<file path="src/rivm_pkg.sv">
package rivm_pkg;

	// Slot count, request count and address widths of the vector map.
	localparam int NUM_SLOTS = 20;
	localparam int NUM_IRQ = 19;
	localparam int SLOT_W = 5;
	localparam int ADDR_W = 16;

	// Index of the reset slot inside the request vector (slot number minus one).
	localparam logic [SLOT_W-1:0] RESET_INDEX = 5'h00;
	localparam logic [ADDR_W-1:0] RESET_VECTOR_ADDR = 16'h0000;

	// Shift applied to the slot index to form the word address of a vector.
	localparam int STEP_SHIFT_NARROW = 0;
	localparam int STEP_SHIFT_WIDE = 1;

	// Address of the last vector in each variant.
	localparam logic [ADDR_W-1:0] LAST_ADDR_NARROW = 16'h0013;
	localparam logic [ADDR_W-1:0] LAST_ADDR_WIDE = 16'h0026;

	// Reset values of the offer registers.
	localparam logic RESET_PEND_INIT = 1'b1;
	localparam logic [NUM_SLOTS-1:0] TAKEN_INIT = 20'h00000;

	typedef enum logic {
		RIVM_IDLE,
		RIVM_OFFER
	} rivm_state_t;

	// Slot index to program word address; wide selects two-word spacing.
	function automatic logic [ADDR_W-1:0] rivm_vector_addr(input logic [SLOT_W-1:0] idx,
		input logic wide);
		logic [ADDR_W-1:0] base;
		base = {{(ADDR_W-SLOT_W){1'b0}}, idx};
		if (wide) begin
			rivm_vector_addr = base << STEP_SHIFT_WIDE;
		end else begin
			rivm_vector_addr = base << STEP_SHIFT_NARROW;
		end
	endfunction

endpackage

</file>
<file path="src/rivm_prio.sv">
`timescale 1ns/1ps
module rivm_prio #(
	parameter int N = 20,
	parameter int IDX_W = 5
) (
	input wire logic [N-1:0] req,
	output logic found,
	output logic [IDX_W-1:0] index
);

	// The loop runs downward so the lowest set bit is the one that remains.
	always_comb begin
		found = 1'b0;
		index = '0;
		for (int i = N - 1; i >= 0; i--) begin
			if (req[i]) begin
				found = 1'b1;
				index = IDX_W'(i);
			end
		end
	end

endmodule

</file>
<file path="src/rivm_top.sv">
`timescale 1ns/1ps
// Function
// - Slot 1 at address 0x0000 serves every reset cause.
// - Slots 2 to 5: external requests zero, one, pin toggle groups zero, one.
// - Slots 6 to 12: watchdog, wide timer four events, narrow timer two events.
// - Slots 13 to 20: LIN done, LIN error, SPI, ADC, EEPROM, comparator, serial pair.
// - Smaller variant: vector address is slot minus one, last at 0x0013.
// - Larger variant: vector address is twice slot minus one, last at 0x0026.
module rivm_top #(
	parameter bit WIDE_VECTORS = 1'b1
) (
	input wire logic clk_sys,
	input wire logic rst,
	input wire logic clk_en,
	input wire logic ext_pin_reset,
	input wire logic power_on_reset,
	input wire logic brown_out_reset,
	input wire logic watchdog_system_reset,
	input wire logic irq_global_enable,
	input wire logic ext_request_zero,
	input wire logic ext_request_one,
	input wire logic pin_toggle_group_zero,
	input wire logic pin_toggle_group_one,
	input wire logic watchdog_timeout_request,
	input wire logic wide_timer_capture,
	input wire logic wide_timer_match_a,
	input wire logic wide_timer_match_b,
	input wire logic wide_timer_wrap,
	input wire logic narrow_timer_match_a,
	input wire logic narrow_timer_wrap,
	input wire logic lin_transfer_done,
	input wire logic lin_error_seen,
	input wire logic spi_transfer_done,
	input wire logic adc_conversion_done,
	input wire logic eeprom_idle,
	input wire logic analog_compare_event,
	input wire logic serial_start_seen,
	input wire logic serial_counter_wrap,
	input wire logic core_take,
	output logic vector_valid,
	output logic vector_is_reset,
	output logic [rivm_pkg::ADDR_W-1:0] vector_addr,
	output logic [rivm_pkg::SLOT_W-1:0] vector_slot,
	output logic [rivm_pkg::NUM_SLOTS-1:0] source_taken
);
	import rivm_pkg::*;

	////////////////////////////////////////////////////////////////////////////////
	// Reset cause capture.

	logic reset_cause;
	logic reset_pend_reg;
	logic reset_pend_next;
	logic take_now;

	// Every cause lands in the same slot, so the causes are merged here.
	assign reset_cause = ext_pin_reset | power_on_reset | brown_out_reset
		| watchdog_system_reset;

	// The pending reset comes up set because leaving the block reset is itself
	// a power-on; a new cause in the cycle of a take keeps the flag set.
	assign reset_pend_next = reset_cause
		| (reset_pend_reg & ~(take_now & vector_is_reset));

	always_ff @(posedge clk_sys or posedge rst) begin
		if (rst) begin
			reset_pend_reg <= RESET_PEND_INIT;
		end else if (clk_en) begin
			reset_pend_reg <= reset_pend_next;
		end
	end

	////////////////////////////////////////////////////////////////////////////////
	// Request vector, one bit for each slot, slot one at bit zero.

	logic [NUM_IRQ-1:0] irq_raw;
	logic [NUM_IRQ-1:0] irq_gated;
	logic [NUM_SLOTS-1:0] slot_req;

	assign irq_raw[0] = ext_request_zero;
	assign irq_raw[1] = ext_request_one;
	assign irq_raw[2] = pin_toggle_group_zero;
	assign irq_raw[3] = pin_toggle_group_one;
	assign irq_raw[4] = watchdog_timeout_request;
	assign irq_raw[5] = wide_timer_capture;
	assign irq_raw[6] = wide_timer_match_a;
	assign irq_raw[7] = wide_timer_match_b;
	assign irq_raw[8] = wide_timer_wrap;
	assign irq_raw[9] = narrow_timer_match_a;
	assign irq_raw[10] = narrow_timer_wrap;
	assign irq_raw[11] = lin_transfer_done;
	assign irq_raw[12] = lin_error_seen;
	assign irq_raw[13] = spi_transfer_done;
	assign irq_raw[14] = adc_conversion_done;
	assign irq_raw[15] = eeprom_idle;
	assign irq_raw[16] = analog_compare_event;
	assign irq_raw[17] = serial_start_seen;
	assign irq_raw[18] = serial_counter_wrap;

	// The global enable masks peripheral requests only; reset is never masked.
	assign irq_gated = irq_global_enable ? irq_raw : '0;

	// In the cycle after a take the taken source has not yet dropped its flag,
	// so its bit is held off for that one cycle to avoid a second entry.
	assign slot_req = {irq_gated, reset_pend_reg} & ~source_taken;

	////////////////////////////////////////////////////////////////////////////////
	// Selection.

	logic sel_found;
	logic [SLOT_W-1:0] sel_index;
	logic sel_is_reset;
	logic [ADDR_W-1:0] sel_addr;

	rivm_prio #(
		.N(NUM_SLOTS),
		.IDX_W(SLOT_W)
	) u_prio (
		.req(slot_req),
		.found(sel_found),
		.index(sel_index)
	);

	assign sel_is_reset = sel_found && (sel_index == RESET_INDEX);

	// The two memory variants differ only in the spacing of the vectors.
	assign sel_addr = sel_is_reset ? RESET_VECTOR_ADDR
		: rivm_vector_addr(sel_index, WIDE_VECTORS);

	////////////////////////////////////////////////////////////////////////////////
	// Offer to the core.

	rivm_state_t state_reg;
	rivm_state_t state_next;
	logic valid_next;
	logic is_reset_next;
	logic [ADDR_W-1:0] addr_reg;
	logic [ADDR_W-1:0] addr_next;
	logic [SLOT_W-1:0] slot_reg;
	logic [SLOT_W-1:0] slot_next;
	logic [NUM_SLOTS-1:0] taken_next;
	logic valid_reg;
	logic is_reset_reg;
	logic [NUM_SLOTS-1:0] taken_reg;

	// A take is honoured only while a vector is on offer.
	assign take_now = core_take && (state_reg == RIVM_OFFER);

	// The offer is re-evaluated every cycle until it is taken, so a higher
	// source or a reset that arrives meanwhile replaces it, and a request
	// withdrawn by software before the take drops the offer.
	always_comb begin
		state_next = state_reg;
		valid_next = valid_reg;
		is_reset_next = is_reset_reg;
		addr_next = addr_reg;
		slot_next = slot_reg;
		taken_next = TAKEN_INIT;
		unique case (state_reg)
			RIVM_IDLE: begin
				valid_next = sel_found;
				is_reset_next = sel_is_reset;
				addr_next = sel_addr;
				slot_next = sel_index + SLOT_W'(1);
				if (sel_found) begin
					state_next = RIVM_OFFER;
				end
			end
			RIVM_OFFER: begin
				if (take_now) begin
					taken_next[slot_reg - SLOT_W'(1)] = 1'b1;
					valid_next = 1'b0;
					is_reset_next = 1'b0;
					state_next = RIVM_IDLE;
				end else begin
					valid_next = sel_found;
					is_reset_next = sel_is_reset;
					addr_next = sel_addr;
					slot_next = sel_index + SLOT_W'(1);
					if (!sel_found) begin
						state_next = RIVM_IDLE;
					end
				end
			end
		endcase
	end

	always_ff @(posedge clk_sys or posedge rst) begin
		if (rst) begin
			state_reg <= RIVM_IDLE;
			valid_reg <= 1'b0;
			is_reset_reg <= 1'b0;
			addr_reg <= RESET_VECTOR_ADDR;
			slot_reg <= '0;
			taken_reg <= TAKEN_INIT;
		end else if (clk_en) begin
			state_reg <= state_next;
			valid_reg <= valid_next;
			is_reset_reg <= is_reset_next;
			addr_reg <= addr_next;
			slot_reg <= slot_next;
			taken_reg <= taken_next;
		end
	end

	assign source_taken = taken_reg;
	assign vector_valid = valid_reg;
	assign vector_is_reset = is_reset_reg;
	assign vector_addr = addr_reg;
	assign vector_slot = slot_reg;

endmodule

</file>
<file path="config.mk">
export PLATFORM = sky130hd
export DESIGN_NAME = rivm_top
export DESIGN_NICKNAME = d
export VERILOG_FILES = /design/src/rivm_pkg.sv /design/src/rivm_prio.sv /design/src/rivm_top.sv
export SDC_FILE = /design/constraint.sdc
export NUM_CORES = 1
export LEC_CHECK = 0
export ABC_AREA = 1
export BUFFER_PORTS_ARGS = -buffer_cell sky130_fd_sc_hd__clkbuf_2
export CORE_MARGIN = 3
export CORE_UTILIZATION = 44
export DETAILED_ROUTE_END_ITERATION = 7
export PLACE_DENSITY = 0.84
export SLEW_MARGIN = 20
export SYNTH_ARGS = -nofsm -noshare
export SYNTH_HDL_FRONTEND = slang
export SYNTH_SLANG_ARGS = --single-unit
</file>
<file path="constraint.sdc">
create_clock -name clk_sys -period 2.1 [get_ports clk_sys]
set_input_delay 0.21 -clock clk_sys [delete_from_list [all_inputs] [get_ports clk_sys]]
set_output_delay 0.21 -clock clk_sys [all_outputs]
set_load 0.1 [all_outputs]
</file>
; ---- After elaboration in Yosys (flattened, before gate mapping)
; Cells that the tools add are included.
[op_classes]
n_addsub = 2
n_lt_le_gt_ge = 2
eq_ne = 1
n_mux = 57
bitwise = 10
n_reduce_logical = 5
[op_table]
columns = op, count
row1 = $mux 5, 21
row2 = $mux 20, 2
row3 = $pmux 16 s2, 1
row4 = $mux 1, 25
row5 = $and 20x20->20, 1
row6 = $not 20->20, 1
row7 = $mux 19, 1
row8 = $mux 16, 1
row9 = $pmux 5 s2, 1
row10 = $lt 5x6->1 const B, 1
row11 = $mux 6, 1
row12 = $pmux 1 s2, 3
row13 = $add 5x1->5 const B, 1
row14 = $demux 1 s5, 1
row15 = $ge 5x1->1 const B, 1
row16 = $logic_not 5->1, 1
row17 = $sub 5x1->5 const B, 1
row18 = $or 1x1->1, 4
row19 = $logic_and 1x1->1, 3
row20 = $and 1x1->1, 2
row21 = $ne 2x2->1 const B, 1
row22 = $not 1->1, 2
row23 = $reduce_and 2->1, 1
[word_totals]
register_bits = 45
input_bits = 28
output_inout_bits = 43
wordCells = 84

; ---- Depth between registers and ports, before layout
; Gate-level depths: netlist of the first run.
[depth]
word_depth = 27
mapped_depth = 28

; ---- Hierarchy
; Synthesis of the first run repeated with hierarchy kept, for this count alone.
[unflattened]
hier_cells = 284
area_unflattened_um2 = 2085.8
[by_module_without_submodules]
columns = module, instances, cells_each, area_per_inst_um2, seq_area_each_um2
row1 = rivm_top, 1, 220, 1805.5, 827.0
row2 = rivm_prio, 1, 64, 280.3, 0.0

; ---- Worst setup path before layout of the first run
; OpenSTA, ideal clock, no wires.
[synth_path]
path_kind = register to register
start = reg taken_reg[17], in the netlist source_taken[17]
end = reg slot_reg[4], in the netlist vector_slot[4]
setup_ps = 133
t_arrival_ps = 2484
required_time_ps = 1967
slack_ps = -518
stages_incl_launch_ff = 27
path_buffers = 0
synth_period_minus_slack_ps = 2618
cell_sequence = dfrtp_1 inv_1 nand3_1 nand2_1 nand2_1 nand2_1 nand2_1 nand2_1 nand2_1 nand2_1 nand2_1 nand2_1 nand2_1 nand2_1 nand2_1 nand2_1 nand2_1 nand2_1 nand2_1 nand2_2 nand2_2 inv_2 ha_1 nand2_1 nor2_1 nand2_1 o211ai_1
[synth_between]
elab_chain_cells = 23
[synth_rtl]
columns = element, line
row1 = start: declaration, rivm_top.sv:144  ; logic [NUM_SLOTS-1:0] taken_reg;
row2 = start signal: assignment, rivm_top.sv:202  ; taken_reg <= taken_next;
row3 = $not 20->20 *, rivm_top.sv:105  ; assign slot_req = {irq_gated, reset_pend_reg} & ~source_taken;
row4 = $and 20x20->20 *, rivm_top.sv:105
row5 = $mux 5 * (18 in a row), rivm_prio.sv:16  ; if (req[i]) begin
row6 = $add 5x1->5 *, "rivm_top.sv:164, rivm_top.sv:179"
row7 = $mux 5, rivm_top.sv:170  ; if (take_now) begin
row8 = $pmux 5 s2 *, rivm_top.sv:159  ; unique case (state_reg)
row9 = end signal: assignment, rivm_top.sv:201  ; slot_reg <= slot_next;
row10 = end: declaration, rivm_top.sv:139  ; logic [SLOT_W-1:0] slot_reg;
; Every way passes the cells marked *; elsewhere a longest branch is shown, timed or not. The select of a mux whose other input is x is not followed.
; A chain may end at the register's enable or synchronous reset.

; ---- Worst setup path after layout of the first run
[layout_path]
start = reg taken_reg[18], in the netlist source_taken[18]
end = reg slot_reg[4], in the netlist vector_slot[4]
[layout_between]
elab_chain_cells = 24
[layout_rtl]
columns = element, line
row1 = $not 20->20 *, rivm_top.sv:105
row2 = $and 20x20->20 *, rivm_top.sv:105
row3 = $mux 5 * (19 in a row), rivm_prio.sv:16
row4 = $add 5x1->5 *, "rivm_top.sv:164, rivm_top.sv:179"
row5 = $mux 5, rivm_top.sv:170
row6 = $pmux 5 s2 *, rivm_top.sv:159
; Marked as above.

==> results of run 1 <==
==> layout by cell type (no fill, tap or decap), types with 3 or more instances in the layout <==
cell type and count:
nand2_2 6, inv_2 4, nand3_1 22, nand4_1 3, dfrtp_4 4, o22ai_1 19, nand3_2 5, o21ai_1 5
o21ai_0 7, dfrtp_1 21, nand2_1 48, buf_4 12, dfrtp_2 7, nor2_1 16, inv_1 30, clkbuf_1 3
clkbuf_2 59, conb_1 11, a31oi_1 3, clkbuf_8 5
==> logic make-up after synthesis <==
logic type / share of synthesized area
AO/OA/AOI/OAI: 0.1361
adder cells (fa/ha/maj): 0.01382
buffers and inverters: 0.1382
flip-flops: 0.4568
other: 0.002071
AND/OR/NAND/NOR: 0.2529
==> routing by layer <==
metal | vias up | global-route usage | routed length (µm)
met1 | 847 | 0.2703 | 2073
met4 | 0 | 0.07234 | 55
li1 | 892 | - | -
met2 | 76 | 0.3190 | 2352
met3 | 6 | 0.04317 | 380
met5 | - | 0 | 0
==> stage by stage <==
| step | worst slack (ns) | power [µW] |
|---|---|---|
| 2_1_floorplan | -0.1345 | 1332 |
| 3_3_place_gp | -0.03203 | 1457 |
| 3_5_place_dp | -0.07715 | 1466 |
| 4_1_cts | -0.1160 | 1922 |
| 5_1_grt | -0.3893 | 2032 |
| 6_report | -0.1145 | 1932 |
==> layout make-up <==
class / instances / area share
Sequential cell: 33 / 0.3596
Timing Repair Buffer: 73 / 0.1719
Clock buffer: 8 / 0.03384
Multi-Input combinational cell: 158 / 0.3511
Tap cell: 48 / 0.02538
Inverter: 36 / 0.05817
==> worst max-delay path, stage by stage (launching register included) <==
cell	delay, ns
dfrtp_4	0.48
inv_2	0.07
nand3_2	0.06
nand2_1	0.06
nand2_1	0.04
nand2_1	0.05
nand2_1	0.05
nand2_1	0.05
nand2_1	0.04
nand2_1	0.05
nand2_1	0.04
nand2_1	0.06
nand2_1	0.05
nand2_1	0.05
nand2_1	0.04
nand2_1	0.05
nand2_1	0.06
nand2_2	0.07
nand2_2	0.06
nand2_2	0.06
nand2_2	0.07
nand2_4	0.08
inv_2	0.04
ha_4	0.15
nand2_4	0.07
nor2_4	0.04
nand2_1	0.06
o211ai_1	0.07
==> timing repair <==
item,CTS,global route
gates resized for setup,0,10
pin swaps,5,2
hold buffers,1,0
hold endpoints to repair,14,0
setup endpoints to repair,6,8
setup buffers,1,0
gates cloned,0,0
==> final timing paths <==
| kind | from | endpoint | slack (ns) | cells after the start |
|---|---|---|---|---|
| max in group asynchronous | rst | vector_addr[4] | 0.80 | 5 |
| min in group asynchronous | rst | source_taken[18] | 0.52 | 3 |
| max reg2reg | source_taken[18] | vector_slot[4] | -0.11 | 27 |
| max | source_taken[18] | vector_slot[4] | -0.11 | 27 |
| min | watchdog_system_reset | reset_pend_reg | 0.20 | 3 |
| min reg2reg | vector_addr[5] | vector_addr[5] | 0.49 | 2 |
==> power by group <==
group	leakage [µW]	internal (µW)	total, µW	switching, µW
clock network	0.0000395	235	454	219
registers	0.000428	677	710	33.1
logic	0.000773	153	768	616
==> flow_metrics.tcl, run 1 <==
set metrics [dict create \
    cp.arrival_ns 2.38 \
    port_buffers 59 \
    worstMarginPinSlew_ns 0.5914 \
    rows 22 \
    clk_pin_slew_worst_paths_ns 0.06 \
    hpwl_mm 3.806 \
    min_period_ns 2.214 \
    yosys.area.top_type "dfrtp_1" \
    finalInstanceArea_mm2 0.002366 \
    gp_congestion 0.9385 \
    max_cap_violations 0 \
    nets 337 \
    largest_reg_flops 20 \
    grt_max_degree 16 \
    drt-pass1-iter-count 4 \
    grt_pass1_wl_mm 7.852 \
    hold_viol 0 \
    fin_crit_sh 1.055 \
    multiInputGateArea_um2 830.8 \
    grt_use_total 0.2013 \
    postPlaceCellArea_mm2 0.002232 \
    critPathCaptureType "register" \
    via_count 1821 \
    p_leak_uw 0.001240 \
    fin_hold_ws_ns 0.2042 \
    cts_tree "built" \
    grt_pass1_vias 1738 \
    die_w_um 70.15 \
    ys_top_cells_by_area "dfrtp_1, nand2_1, nand3_1" \
    vdd_ir_drop_max_mv 0.4736 \
    chipHeight_um 70.15 \
    ys_top_cells_by_count "nand2_1, dfrtp_1, inv_1, nand3_1, o22ai_1" \
    ys_types 28 \
    fmax_mhz 451.6 \
    outcome "finished, violations left" \
    synth_edf_count 0 \
    syn-instance-count 233 \
    finClkSkew_ns 0.003748 \
    avgSynthCellArea_um2 7.770 \
    vias_per_cell 5.115 \
    drive_gt1_frac 0.3636 \
    h-tree-depth 2 \
    critical_path_class "register to register" \
    finalMaxSlewViolations 0 \
    grt_overflow 0 \
    drt-initial-drc-count 126 \
    antenna_cells 0 \
    hold_path.class "primary input to register" \
    fin_ws_ns -0.1145 \
    violations "negative setup slack" \
    synth_top_area_share 0.4423 \
    utilization 0.6229 \
    wl_mm 4.862 \
    synth_ff_type "dfrtp_1" \
    initial_utilization 0.4766 \
    root_buffer "clkbuf_8" \
    synth.most_common_cell "nand2_1" \
    setup_viol 7 \
    yosysSeqAreaShare 0.4568 \
    yosys_register_bits 33 \
    core_area_mm2 0.003799 \
    drc 0 \
    ant_nets 0 \
    antenna_found_initial 0 \
    p_per_area_mw_per_mm2 816.7 \
    worstSkewPairLatency_ns 0.28 \
    rsz0062_at_grt "true" \
    clkSinkCount 33 \
    instances_no_fill 356 \
    syn_area_mm2 0.001810 \
    yosysWarnings 0 \
    required_ns 2.26 \
    nFillCells 340 \
    dp.cells 346 \
    dieArea_mm2 0.004920 \
    wl_per_cell_um 13.66 \
    cp_max_fo 3 \
    final.setup.tns_ns -0.4789 \
    numCtsBuffers 5 \
    seq_area_um2 850.8 \
    slew_headroom 0.6053 \
    syn_to_final_growth_pct 30.68 \
    synthArstFlopShare 1.000 \
    io_pins 71 \
    clockBufferDepth 2 \
    worstSetupStartpointType "register" \
]
(Power assumes the default switching activity.)
==> run 2, diff against run 1 <==
Settings changed: CORE_MARGIN 3 to not set, CORE_UTILIZATION 44 to 35, PLACE_DENSITY 0.84 to 0.71.
==> run 2 against run 1 <==
  * The flow still finishes with violations (negative setup slack)
  * Register-to-register slack better by 0.06 ns
  * Core utilization down 12 points
  * First-iteration DRC count down 18%
  * Critical endpoint unchanged
  * Largest cell class unchanged
==> flow_metrics.tcl, run 2 (synthesis results as in run 1) <==
set metrics [dict create \
    outcome "finished, violations left" \
    violations "negative setup slack" \
    grt_max_degree 22 \
    hold_path.class "primary input to asynchronous set/reset pin" \
    setup_viol 6 \
    cp_top_family "simple AND/OR/NAND/NOR gates" \
    utilization 0.4994 \
    clk_pin_slew_worst_paths_ns 0.07 \
    grt_pass1_wl_mm 7.990 \
    hold_viol 0 \
    slowest_delay_ns 0.48 \
    grt_overflow 0 \
    cts_tree "built" \
    p_per_area_mw_per_mm2 871.0 \
    cp.arrival_ns 2.33 \
    largest_reg_flops 20 \
    cpMaxStageDelayCell "dfrtp_4" \
    root_buffer "clkbuf_8" \
    min_period_ns 2.159 \
    drt-pass1-iter-count 4 \
    wl_mm 4.898 \
    grt_pass1_vias 1735 \
    worstMarginPinSlew_ns 0.8050 \
    drive_gt1_frac 0.3677 \
    critical_path_class "register to register" \
    vias_per_cell 4.822 \
    worstSetupStartpointType "register" \
    port_buffers 59 \
    chipHeight_um 73.92 \
    antenna_found_initial 0 \
    grt_use_total 0.1941 \
    p_total_uw 2109 \
    worstSkewPairLatency_ns 0.29 \
    finClkSkew_ns 0.01012 \
    rsz0062_at_grt "true" \
    cpMostUsedCell "nand2_1" \
    clkSinkCount 33 \
    required_ns 2.27 \
    initial_utilization 0.3734 \
    critPathBufInv 2 \
    cp_max_fo 3 \
    antenna_cells 0 \
    post-place-ws_ns -0.08100 \
    drc 0 \
    p_leak_uw 0.001258 \
    io_pins 71 \
    drt-initial-drc-count 103 \
    nFillCells 477 \
    fin_crit_sh 1.028 \
    max_cap_violations 0 \
    fin_ws_ns -0.05930 \
    slew_headroom 0.4628 \
    dieArea_mm2 0.005464 \
    numCtsBuffers 5 \
    final_common_cell "clkbuf_2" \
    critPathCaptureType "register" \
    clockBufferDepth 2 \
    hpwl_mm 3.788 \
    via_count 1818 \
    h-tree-depth 2 \
    wl_per_cell_um 12.99 \
    fmax_mhz 463.1 \
    core_area_mm2 0.004848 \
    gp_congestion 0.8486 \
    finalMaxSlewViolations 0 \
    vdd_ir_drop_max_mv 0.4622 \
    final_cell_mix "clkbuf_2, nand2_1, inv_1, nand3_1, dfrtp_1" \
    rows 25 \
    syn_to_final_growth_pct 33.72 \
    nets 339 \
    die_w_um 73.92 \
    ant_nets 0 \
]
==> run 2: cell count changes in the layout (fill, tap and decap cells not counted), sizes merged <==
cell,change
buf,+3
bufinv,+1
clkbuf,-1
dlygate4sd3,-1
==> run 2: path summary, 6_finish.rpt <==
path	start	to	slack [ns]	cells past startpoint
worst max-delay path	source_taken[18]	vector_slot[4]	-0.06	27
worst min-delay path	rst	source_taken[18]	0.04	2
worst max register to register	source_taken[18]	vector_slot[4]	-0.06	27
worst min register to register	vector_addr[5]	vector_addr[5]	0.50	2
max in group asynchronous	rst	source_taken[2]	1.36	3
min in group clk_sys	clk_en	vector_is_reset	0.20	2
==> run 2: cell type report <==
| cell class | instances | area, µm² | share of cell area |
|---|---|---|---|
| inverter | 36 | 137.6 | 0.05685 |
| multi-input combinational | 158 | 817.0 | 0.3375 |
| sequential | 33 | 850.8 | 0.3514 |
| timing repair buffer | 75 | 415.4 | 0.1716 |
| clock buffer | 7 | 86.33 | 0.03566 |
| tap | 67 | 83.83 | 0.03463 |
| clock inverter | 1 | 30.03 | 0.01240 |
==> run 2: worst reg2reg max path, stage by stage (launching register included) <==
cell and delay (ns):
dfrtp_4 0.48, inv_2 0.07, nand3_2 0.06, nand2_1 0.07
nand2_1 0.05, nand2_1 0.05, nand2_1 0.04, nand2_1 0.05
nand2_1 0.05, nand2_1 0.05, nand2_1 0.05, nand2_1 0.05
nand2_1 0.04, nand2_1 0.05, nand2_1 0.05, nand2_1 0.05
nand2_1 0.05, nand2_1 0.05, nand2_1 0.04, nand2_1 0.07
nand2_2 0.07, nand2_4 0.08, inv_2 0.04, ha_4 0.14
nand2_2 0.07, nor2_2 0.04, nand2_1 0.05, o211ai_1 0.07
==> run 2: power breakdown <==
part | total, µW | internal, µW | switching [µW] | leakage [µW]
Clock | 630 | 387 | 243 | 0.0000585
Combinational | 769 | 154 | 616 | 0.000772
Sequential | 710 | 677 | 32.9 | 0.000428
==> run 2: timing repair <==
action,4_1_cts,5_1_grt
buffers inserted,3,0
setup endpoints to repair,6,8
gates resized for setup,0,4
pin swaps,4,1
hold buffers,0,0
==> run 2: metrics by stage <==
| step | TNS [ns] | cells | instance area (µm²) | hold slack, ns |
|---|---|---|---|---|
| CTS | -0.3144 | 377 | 2402 | 0.08217 |
| floorplan | -0.5099 | 243 | 1899 | 0.3378 |
| global placement | -0.05562 | 366 | 2263 | 0.3874 |
| finish | -0.2745 | 377 | 2421 | 0.04411 |
| global route | -2.037 | 377 | 2421 | 0.1346 |
| detailed placement | -0.3149 | 366 | 2263 | 0.3943 |
==> run 2: metal layers <==
| metal | GRT usage | vias up | share of wire |
|---|---|---|---|
| met3 | 0.04664 | 6 | 0.059 |
| li1 | - | 900 | - |
| met1 | 0.2530 | 850 | 0.45 |
| met4 | 0.04487 | 0 | 0.0094 |
| met2 | 0.3253 | 62 | 0.48 |
| met5 | 0 | - | 0 |
